==> src/wreg_pkg.sv <==
// shared constants, types and decode helpers for working-register addressing
package wreg_pkg;

  // ---------------------------------------------------------------------
  // register-file offsets and reset values
  // ---------------------------------------------------------------------
  localparam logic [7:0] PTR_LO_ADDR   = 8'hd6;
  localparam logic [7:0] PTR_HI_ADDR   = 8'hd7;
  localparam logic [7:0] PTR_LO_RESET  = 8'hc0;
  localparam logic [7:0] PTR_HI_RESET  = 8'hc8;
  localparam logic [7:0] UPPER_BASE    = 8'hc0;  // set 1 / set 2 start
  localparam logic [7:0] COMMON_END    = 8'hcf;  // last common-area byte
  localparam logic [7:0] SLICE_STEP    = 8'h08;  // bytes in one slice

  // ---------------------------------------------------------------------
  // field positions
  // ---------------------------------------------------------------------
  localparam int FIELD_SEL_BIT  = 3;  // picks the pointer
  localparam int FIELD_IDX_MSB  = 2;  // register index inside a slice
  localparam int PTR_SLICE_MSB  = 7;
  localparam int PTR_SLICE_LSB  = 3;
  localparam int PAIR_BIT       = 0;  // low address bit of a pair

  // ---------------------------------------------------------------------
  // operand modes and pointer-set operations
  // ---------------------------------------------------------------------
  typedef enum logic [1:0]
  {
    MODE_WORKING  = 2'b00,
    MODE_DIRECT   = 2'b01,
    MODE_INDIRECT = 2'b10,
    MODE_INDEXED  = 2'b11
  } addr_mode_type;

  typedef enum logic [1:0]
  {
    PTR_OP_NONE   = 2'b00,
    set_both_pointers_op = 2'b01,
    set_low_pointer_op   = 2'b10,
    set_high_pointer_op  = 2'b11
  } ptr_op_type;

  // set-1 location of the low pointer
  function automatic logic is_lo_ptr(input logic [7:0] a, input logic s2);
    return !s2 && (a == PTR_LO_ADDR);
  endfunction : is_lo_ptr

  // set-1 location of the high pointer
  function automatic logic is_hi_ptr(input logic [7:0] a, input logic s2);
    return !s2 && (a == PTR_HI_ADDR);
  endfunction : is_hi_ptr

endpackage : wreg_pkg

==> src/resolve_if.sv <==
// carrier between the pointer registers and the address resolver
interface resolve_if;
  import wreg_pkg::*;

  logic [7:0]    ptr_lo;
  logic [7:0]    ptr_hi;
  addr_mode_type mode;
  logic [7:0]    field;
  logic          pair;
  logic [7:0]    addr;
  logic          set2;
  logic          pair_err;
  logic          form_err;

  // pointer owner drives the request side
  modport ctrl (output ptr_lo, ptr_hi, mode, field, pair,
                input  addr, set2, pair_err, form_err);

  // resolver computes the physical address
  modport calc (input  ptr_lo, ptr_hi, mode, field, pair,
                output addr, set2, pair_err, form_err);

endinterface : resolve_if

==> src/addr_resolver.sv <==
// combinational operand address resolver
module addr_resolver
  import wreg_pkg::*;
(
  // request and result
  resolve_if.calc rif
);

  logic [7:0] chosen_ptr;
  logic       pair_odd;

  // -----------------------------------------------------------------------
  // pointer choice and slice concatenation
  // -----------------------------------------------------------------------
  // a swapped or scattered pair of slices is honoured as written
  assign chosen_ptr = rif.field[FIELD_SEL_BIT] ? rif.ptr_hi
                                               : rif.ptr_lo;
  assign pair_odd   = rif.pair && rif.field[PAIR_BIT];

  // -----------------------------------------------------------------------
  // mode decode
  // -----------------------------------------------------------------------
  // no page input: the working result never depends on the page
  always_comb
  begin
    rif.addr     = rif.field;
    rif.set2     = 1'b0;
    rif.pair_err = pair_odd;  // pairs start on an even byte
    rif.form_err = 1'b0;
    unique case (rif.mode)
      MODE_WORKING:
      begin
        // pointer low bits are dropped; only the slice bits count
        rif.addr = {chosen_ptr[PTR_SLICE_MSB:PTR_SLICE_LSB],
                    rif.field[FIELD_IDX_MSB:0]};
        rif.set2 = 1'b0;  // working access stays out of set 2
      end
      MODE_DIRECT:
      begin
        rif.set2     = 1'b0;  // upper range means set 1 here
        rif.form_err = (rif.field >= UPPER_BASE) &&
                       (rif.field <= COMMON_END);
      end
      MODE_INDIRECT,
      MODE_INDEXED:
      begin
        rif.set2 = (rif.field >= UPPER_BASE);  // only path to set 2
      end
    endcase
  end

endmodule : addr_resolver

==> src/working_register_address_gen.sv <==
// working-slice pointers and operand address generation
module working_register_address_gen
  import wreg_pkg::*;
(
  // clock and reset
  input  wire logic          clk,
  input  wire logic          rst,
  // set-pointer instruction
  input  wire logic          set_valid,
  input  wire ptr_op_type    set_op,
  input  wire logic [7:0]    set_imm,
  // register-file write port from the datapath (load_op and others)
  input  wire logic          rf_we,
  input  wire logic [7:0]    rf_waddr,
  input  wire logic          rf_wset2,
  input  wire logic [7:0]    rf_wdata,
  // register-file read port
  input  wire logic [7:0]    rf_raddr,
  input  wire logic          rf_rset2,
  output logic      [7:0]    rd_data_r,
  output logic               rd_hit_r,
  // operand request from the decoder
  input  wire logic          op_valid,
  input  wire addr_mode_type op_mode,
  input  wire logic [7:0]    op_field,
  input  wire logic          op_pair,
  input  wire logic [15:0]   op_wdata,
  // resolved operand
  output logic               res_valid_r,
  output logic      [7:0]    res_addr_r,
  output logic      [7:0]    res_odd_addr_r,
  output logic               res_set2_r,
  output logic               res_pair_err_r,
  output logic               res_form_err_r,
  output logic      [7:0]    even_data_r,
  output logic      [7:0]    odd_data_r,
  // current pointers
  output logic      [7:0]    ptr_lo_r,
  output logic      [7:0]    ptr_hi_r
);

  resolve_if rif ();

  logic set_lo;
  logic set_hi;
  logic wr_lo;
  logic wr_hi;

  // -----------------------------------------------------------------------
  // address resolver
  // -----------------------------------------------------------------------
  assign rif.ptr_lo = ptr_lo_r;
  assign rif.ptr_hi = ptr_hi_r;
  assign rif.mode   = op_mode;
  assign rif.field  = op_field;
  assign rif.pair   = op_pair;

  addr_resolver u_resolver
  (
    .rif (rif.calc)
  );

  // -----------------------------------------------------------------------
  // pointer write decode
  // -----------------------------------------------------------------------
  // a set-pointer op and a register write in one cycle: the op wins
  assign set_lo = set_valid && ((set_op == set_both_pointers_op) ||
                                (set_op == set_low_pointer_op));
  assign set_hi = set_valid && ((set_op == set_both_pointers_op) ||
                                (set_op == set_high_pointer_op));
  assign wr_lo  = rf_we && is_lo_ptr(rf_waddr, rf_wset2);
  assign wr_hi  = rf_we && is_hi_ptr(rf_waddr, rf_wset2);

  // -----------------------------------------------------------------------
  // pointer registers
  // -----------------------------------------------------------------------
  // low pointer; new value is seen by the following access
  always_ff @(posedge clk or posedge rst)
  begin
    if (rst)
      ptr_lo_r <= PTR_LO_RESET;
    else if (set_lo)
      ptr_lo_r <= set_imm;
    else if (wr_lo)
      ptr_lo_r <= rf_wdata;
  end

  // high pointer; the combined op adds one slice and wraps at 8 bits
  always_ff @(posedge clk or posedge rst)
  begin
    if (rst)
      ptr_hi_r <= PTR_HI_RESET;
    else if (set_hi)
      ptr_hi_r <= (set_op == set_both_pointers_op)
                  ? 8'(set_imm + SLICE_STEP) : set_imm;
    else if (wr_hi)
      ptr_hi_r <= rf_wdata;
  end

  // -----------------------------------------------------------------------
  // pointer read-back
  // -----------------------------------------------------------------------
  // other addresses answer zero with the hit flag low
  always_ff @(posedge clk or posedge rst)
  begin
    if (rst)
    begin
      rd_data_r <= 8'h00;
      rd_hit_r  <= 1'b0;
    end
    else if (is_lo_ptr(rf_raddr, rf_rset2))
    begin
      rd_data_r <= ptr_lo_r;
      rd_hit_r  <= 1'b1;
    end
    else if (is_hi_ptr(rf_raddr, rf_rset2))
    begin
      rd_data_r <= ptr_hi_r;
      rd_hit_r  <= 1'b1;
    end
    else
    begin
      rd_data_r <= 8'h00;
      rd_hit_r  <= 1'b0;
    end
  end

  // -----------------------------------------------------------------------
  // resolved operand
  // -----------------------------------------------------------------------
  // valid is a one-cycle pulse per request
  always_ff @(posedge clk or posedge rst)
  begin
    if (rst)
      res_valid_r <= 1'b0;
    else
      res_valid_r <= op_valid;
  end

  // address and flags hold until the next request
  always_ff @(posedge clk or posedge rst)
  begin
    if (rst)
    begin
      res_addr_r     <= 8'h00;
      res_odd_addr_r <= 8'h00;
      res_set2_r     <= 1'b0;
      res_pair_err_r <= 1'b0;
      res_form_err_r <= 1'b0;
    end
    else if (op_valid)
    begin
      res_addr_r     <= rif.addr;
      res_odd_addr_r <= rif.addr | 8'h01;
      res_set2_r     <= rif.set2;
      res_pair_err_r <= rif.pair_err;
      res_form_err_r <= rif.form_err;
    end
  end

  // pair byte order: high byte to the even register, low to the odd
  always_ff @(posedge clk or posedge rst)
  begin
    if (rst)
    begin
      even_data_r <= 8'h00;
      odd_data_r  <= 8'h00;
    end
    else if (op_valid)
    begin
      even_data_r <= op_wdata[15:8];
      odd_data_r  <= op_wdata[7:0];
    end
  end
endmodule : working_register_address_gen

==> config.mk <==
export PLATFORM = sky130hd
export DESIGN_NAME = working_register_address_gen
export DESIGN_NICKNAME = d
export VERILOG_FILES = /design/src/wreg_pkg.sv /design/src/resolve_if.sv /design/src/addr_resolver.sv /design/src/working_register_address_gen.sv
export SDC_FILE = /design/constraint.sdc
export NUM_CORES = 1
export LEC_CHECK = 0
export ABC_AREA = 1
export BUFFER_PORTS_ARGS = -buffer_cell sky130_fd_sc_hd__clkbuf_2
export CAP_MARGIN = 10
export CORE_MARGIN = 10
export CORE_UTILIZATION = 25
export CTS_CLUSTER_DIAMETER = 100
export DETAILED_ROUTE_END_ITERATION = 7
export SLEW_MARGIN = 20
export SYNTH_ARGS = -nofsm -noshare
export SYNTH_HDL_FRONTEND = slang
export SYNTH_SLANG_ARGS = --single-unit
==> constraint.sdc <==
create_clock -name clk -period 1.3 [get_ports clk]
set_input_delay 0 -clock clk [delete_from_list [all_inputs] [get_ports clk]]
set_output_delay 0 -clock clk [all_outputs]
set_load 0.01 [all_outputs]
==> flow_summary.toml, run 1 <==
[status]
run_status = "complete, no violations"

[worst_setup_path]
crit_fanout = 2
r2r_start = "res_set2_r$_DFFE_PP0P_"
crit_top_cell = "dlygate4sd3_1"
crit_path_max_incr_delay_ns = 0.56
cpMaxStageDelayCell = "dlygate4sd3_1"
path_cells = "dlygate4sd3_1 -> clkbuf_2 -> inv_1 -> nand3_1 -> dlygate4sd3_1 -> o21ai_1"
path_class = "in2reg"
crit_path_end_kind = "flip-flop"
worstPathRequired_ns = 1.53
cp_top_family = "buffers and inverters"
cp-start-kind = "primary input"
timing.critical_path.buf_inv = 4
crit_start = "op_mode[1]"
crit_arrival_ns = 1.48

[final_layout]
fill_cells = 1070
nets = 567
area_growth_pct = 44.6
drive_gt1_share_pct = 33.8
diodes = 0

[timing]
setup_viol = 0
tns_ns = 0
tightestPinTransition_ns = 0.481
slew_headroom_pct = 67.9
finalClockSkew_ns = 0.00601
slew_violations = 0
hold_viol = 0
max_freq_mhz = 799
period_share_pct = 96.2
layout_min_cycle_time_ns = 1.25
grt_setup_unrepaired = "no"

[place]
place.gp.congestion = 0.818
dpl.hpwl_mm = 6.69
portBuffers = 128

[clock_tree]
cts_sinks = 54
clock_latency_ns = 0.31
cts_made_buffers = 5
clk_pin_slew_worst_paths_ns = 0.09
htree_levels = 2
cts_buffer_depth = 2
cts_tree = "done"
post-cts-setup-buffers = 0
cts-root-buf = "clkbuf_8"

[detailed_routing]
drt_iter0_drc = 83
dr.pass1.iters = 4
wl_mm = 8.36
via_per_inst = 4.17
drc = 0
ant_nets = 0
num_vias = 2642
wire_per_inst_microns = 13.2

[power_and_ir_drop]
p_total_uw = 4060
irDropWorstVdd_mv = 0.431
p_leak_uw = 0.00216
powerDensity_nw_per_um2 = 1060

[logic_synthesis]
ys.flop_type = "dfrtp_1"
seq_area_frac_synth_pct = 51.2
synth_xor_area_share_pct = 0.330
synth_cells = 339
synth_warnings = 0
synth-adder-area-share_pct = 1.42
ys_ff_latch = 54
synthSimpleGateAreaFrac_pct = 33.3
synth_cell_type_count = 28
syn_area_sq_um = 2650
synth_top_family_by_area = "simple AND/OR/NAND/NOR gates"
synth_edf_count = 0
muxShareOfSynthArea_pct = 0
avgSynthCellArea_sq_um = 7.82
synth_nets = 410
synthArstFlopShare_pct = 100
synth_compound_area_share_pct = 6.70

[floorplanning]
ios = 129
die_x_microns = 123
start_util_pct = 25.7
die-area_sq_um = 15100
rows = 37
coreArea_sq_um = 10300
chipHeight_microns = 123

[global_route]
grt_overflow_total = 0
grt_usage_pct = 10.9
grt_pass1_wl_mm = 13.6
grt_max_degree = 30
grt_pass1_vias = 2795
antenna_found_initial = 0

[run]
maxCapViolations = 0

[worst_hold_path]
hold_path_class = "in2reg"
worstHoldStart = "rf_wdata[7]"
## placed cells by master (no fill, tap or decap), types with 2 or more instances in the layout
| cell type | synthesis | routed |
|---|---|---|
| clkinv_2 | 0 | 2 |
| nor3_1 | 2 | 2 |
| inv_1 | 20 | 18 |
| o21ai_0 | 7 | 6 |
| inv_2 | 1 | 2 |
| clkbuf_8 | 0 | 5 |
| dfstp_2 | 5 | 5 |
| dlygate4sd3_1 | 0 | 30 |
| nor2_2 | 2 | 2 |
| a21oi_1 | 10 | 10 |
| ha_1 | 3 | 3 |
| dfrtp_1 | 49 | 49 |
| nor2_4 | 2 | 2 |
| nor2_1 | 18 | 18 |
| buf_4 | 8 | 9 |
| o21ai_1 | 12 | 13 |
| nand3_1 | 23 | 23 |
| clkbuf_2 | 0 | 128 |
| nand2_1 | 153 | 153 |
| nand2_2 | 5 | 5 |
| nand3_2 | 3 | 3 |
## per-stage QoR
stage,hold WS [ns],setup WS (ns),cells,util [%],instance area (sq um)
after floorplan,0.0314,0.356,339,-,2660
after global placement,-0.0805,0.215,595,33.2,3430
after detailed placement,-0.0783,0.183,595,33.2,3430
after CTS,0.00393,0.0282,633,37.1,3830
after global routing,0.0330,0.00170,633,37.1,3830
final,0.0104,0.0492,633,37.1,3830
## routing by layer
layer  track usage, %  share of wire [%]
met2             18.9                 46
met4             2.18               0.68
met1             12.6                 43
met5                0                  0
met3             4.15                 10
## cell families after synthesis
logic type / Yosys count
simple gates: 211
flops: 54
buf+inv: 38
compound gates: 32
fa+ha+maj: 3
xor+xnor: 1
## registers in the layout, indices dropped and copies added, names as in the netlist
name / flops
odd_data_r: 8
res_odd_addr_r: 1
rd_data_r: 8
res_addr_r: 8
res_form_err_r: 1
res_set2_r: 1
rd_hit_r: 1
ptr_hi_r: 8
res_pair_err_r: 1
even_data_r: 8
res_valid_r: 1
ptr_lo_r: 8
## timing repair
action | 4_1_cts | 5_1_grt
resized for setup | 0 | 2
hold buffers | 30 | 0
hold endpoints to repair | 81 | 0
endpoints found under the setup margin | 0 | 4
## report_power, final
group          switching (uW)  internal [uW]  leakage, uW
clock network             538            568    0.0000579
logic                     512            415      0.00143
registers                 161           1870     0.000665
total                    1210           2850      0.00216
## worst min-delay path, stage by stage
cell and delay, ns:
clkbuf_2 0.09, nand2_1 0.06, o21ai_1 0.06, nand2_1 0.06, nand2_1 0.05
## final cells by class
| type | instances | area [sq um] | area share, % |
|---|---|---|---|
| timing repair buffer | 167 | 1010 | 26.3 |
| sequential | 54 | 1360 | 35.4 |
| multi-input combinational | 247 | 1110 | 28.9 |
| tap | 136 | 170 | 4.44 |
| clock buffer | 5 | 68.8 | 1.79 |
| inverter | 21 | 82.6 | 2.15 |
| clock inverter | 3 | 40.0 | 1.04 |
## final timing paths
kind                                                  to  slack (ns)  depth (start not counted)
setup / recovery              res_form_err_r$_DFFE_PP0P_        0.05                          6
hold / removal                   ptr_lo_r[7]$_DFFE_PP1P_        0.01                          5
setup reg to reg                  res_set2_r$_DFFE_PP0P_        0.09                          3
hold reg to reg            res_odd_addr_r[0]$_DFFE_PP0P_        0.47                          1
max in group asynchronous      odd_data_r[1]$_DFFE_PP0P_        0.63                          4
min in group asynchronous         rd_data_r[0]$_DFF_PP0_        0.13                          3
## cells in the mapped netlist, types with 3 or more instances
cell / number / area share (%)
nand3_2: 3 / 1.1
nor2_1: 18 / 2.5
nand2_2: 5 / 1.2
buf_4: 8 / 2.3
o21ai_1: 12 / 2.3
nand2_1: 153 / 22
ha_1: 3 / 1.4
dfrtp_1: 49 / 46
nand3_1: 23 / 4.3
a21oi_1: 10 / 1.9
o21ai_0: 7 / 1.3
dfstp_2: 5 / 5.0
inv_1: 20 / 2.8
buf_2: 5 / 0.94
No activity file was read; power rests on OpenSTA's default activity.
==> run 2: changes to the inputs <==
CORE_MARGIN = default   (was 10)
==> run 2 against run 1 <==
  * Global-route usage rose by 2.2 points
  * Total power down 3.6%
  * Fmax shrank 0.65%
==> flow_summary.toml, run 2 (synthesized netlist as in run 1, its figures left out) <==
[detailed_routing]
ant_nets = 0
num_vias = 2643
dr.pass1.iters = 4
wl_mm = 7.06
drt_iter0_drc = 122
wire_per_inst_microns = 11.2
drc = 0
via_per_inst = 4.18

[timing]
slew_headroom_pct = 68.7
period_share_pct = 96.9
setup_viol = 0
hold_slack_ns = 0.0109
grt_setup_unrepaired = "no"
hold_viol = 0
finalClockSkew_ns = 0.00191
layout_min_cycle_time_ns = 1.26
tns_ns = 0
max_freq_mhz = 794
tightestPinTransition_ns = 0.469
slew_violations = 0

[final_layout]
drive_gt1_share_pct = 33.4
final_common_cell = "nand2_1"
nets = 567
multiInputGateArea_sq_um = 1110
fill_cells = 1074
area_growth_pct = 45.0
layout_common_cells = "nand2_1 (153), clkbuf_2 (128), dfrtp_1 (49), dlygate4sd3_1 (33), nand3_1 (23)"
regArea_sq_um = 1360
diodes = 0

[clock_tree]
cts_buffer_depth = 2
htree_levels = 2
cts_made_buffers = 5
clock_latency_ns = 0.30
cts_tree = "done"
clk_pin_slew_worst_paths_ns = 0.10
cts-root-buf = "clkbuf_8"
cts_sinks = 54

[floorplanning]
die-area_sq_um = 11000
rows = 37
start_util_pct = 25.7
die_x_microns = 105
coreArea_sq_um = 10300
chipHeight_microns = 105
ios = 129

[worst_setup_path]
r2r-end = "res_set2_r$_DFFE_PP0P_"
endpoint = "res_form_err_r$_DFFE_PP0P_"
reg2reg_depth = 3
crit_path_end_kind = "flip-flop"
crit_start = "op_mode[1]"
crit_fanout = 2
worstPathRequired_ns = 1.53
path_class = "in2reg"
r2r_start = "res_set2_r$_DFFE_PP0P_"
crit_arrival_ns = 1.49
cp-start-kind = "primary input"
r2r_setup_slack_ns = 0.10

[global_route]
grt_pass1_vias = 2561
grt_max_degree = 55
grt_usage_pct = 13.2
grt_overflow_total = 0
antenna_found_initial = 0
grt_pass1_wl_mm = 11.7

[power_and_ir_drop]
powerDensity_nw_per_um2 = 1020
switching_power_uw = 1200
combinationalPowerShare_pct = 23.3
swShare_pct = 30.6
p_seq_share_pct = 51.8
p_leak_uw = 0.00215
irDropWorstVdd_mv = 0.506
clkPwrFrac_pct = 24.9
intPower_uw = 2720

[place]
portBuffers = 128
place.gp.congestion = 0.821
dpl.hpwl_mm = 5.43

[status]
run_status = "complete, no violations"

[worst_hold_path]
hold_path_class = "in2reg"

[run]
maxCapViolations = 0
==> run 2: changes by cell type in the layout (fill, tap and decap cells not counted) <==
| cell | change |
|---|---|
| nor2_1 | -1 |
| clkinvlp_4 | +1 |
| clkinv_2 | -1 |
| clkbuf_8 | +1 |
| dlygate4sd3_1 | +3 |
| buf_4 | -4 |
| bufinv_16 | -1 |
| nor2_2 | +1 |
| buf_12 | +1 |
==> run 2: repair_timing <==
action	4_1_cts	5_1_grt
endpoints found under the setup margin	0	5
hold buffers	33	0
hold endpoints to repair	79	0
gates resized for setup	0	3
setup buffers	0	0
==> run 2: layout make-up <==
cell class / count / share of cell area [%]
clock buffer: 6 / 2.15
clock inverter: 2 / 0.326
inverter: 21 / 2.15
multi-input combinational: 247 / 28.9
sequential: 54 / 35.3
tap: 136 / 4.43
timing repair buffer: 167 / 26.8
==> run 2: power groups by stage <==
stage / logic (uW) / clock network [uW] / registers (uW)
global placement: 840 / 0 / 2060
detailed placement: 849 / 0 / 2060
floorplan: 400 / 0 / 2100
CTS: 926 / 1040 / 2030
global route: 1020 / 1100 / 2050
finish: 913 / 976 / 2030
==> run 2: routing by layer <==
metal  GRT usage, %  vias up  share of wire [%]
li1               -     1368                  -
met1           16.5     1166                 47
met2           22.8      101                 47
met3           2.62        8                5.2
met4           3.72        0                1.3
met5              0        -                  0
==> run 2: worst min path at each step <==
stage	start	end	slack [ns]	cells after the start
2_1_floorplan	op_valid	res_valid_r$_DFF_PP0_	0.03	0
3_3_place_gp	rst	odd_data_r[1]$_DFFE_PP0P_	0.09	3
3_5_place_dp	rst	odd_data_r[1]$_DFFE_PP0P_	0.09	3
4_1_cts	rf_raddr[0]	rd_data_r[0]$_DFF_PP0_	0.002	4
5_1_grt	rf_raddr[0]	rd_data_r[1]$_DFF_PP0_	0.02	4
6_report	op_field[6]	res_addr_r[6]$_DFFE_PP0P_	0.01	3
==> run 2: metrics by stage <==
step	std cells	total power [uW]	cell area [sq um]	util, %	worst slack, ns
floorplan	339	2500	2660	-	0.356
global placement	592	2900	3420	33.1	0.186
detailed placement	592	2910	3420	33.1	0.166
CTS	633	3990	3840	37.2	0.0416
global route	633	4180	3840	37.2	0.00884
finish	633	3920	3840	37.2	0.0409
==> run 2: worst max-delay path, cell delays in order <==
cell and delay, ns:
dlygate4sd3_1 0.55, clkbuf_2 0.12, inv_1 0.07, nand3_1 0.07, dlygate4sd3_1 0.56, o21ai_1 0.12
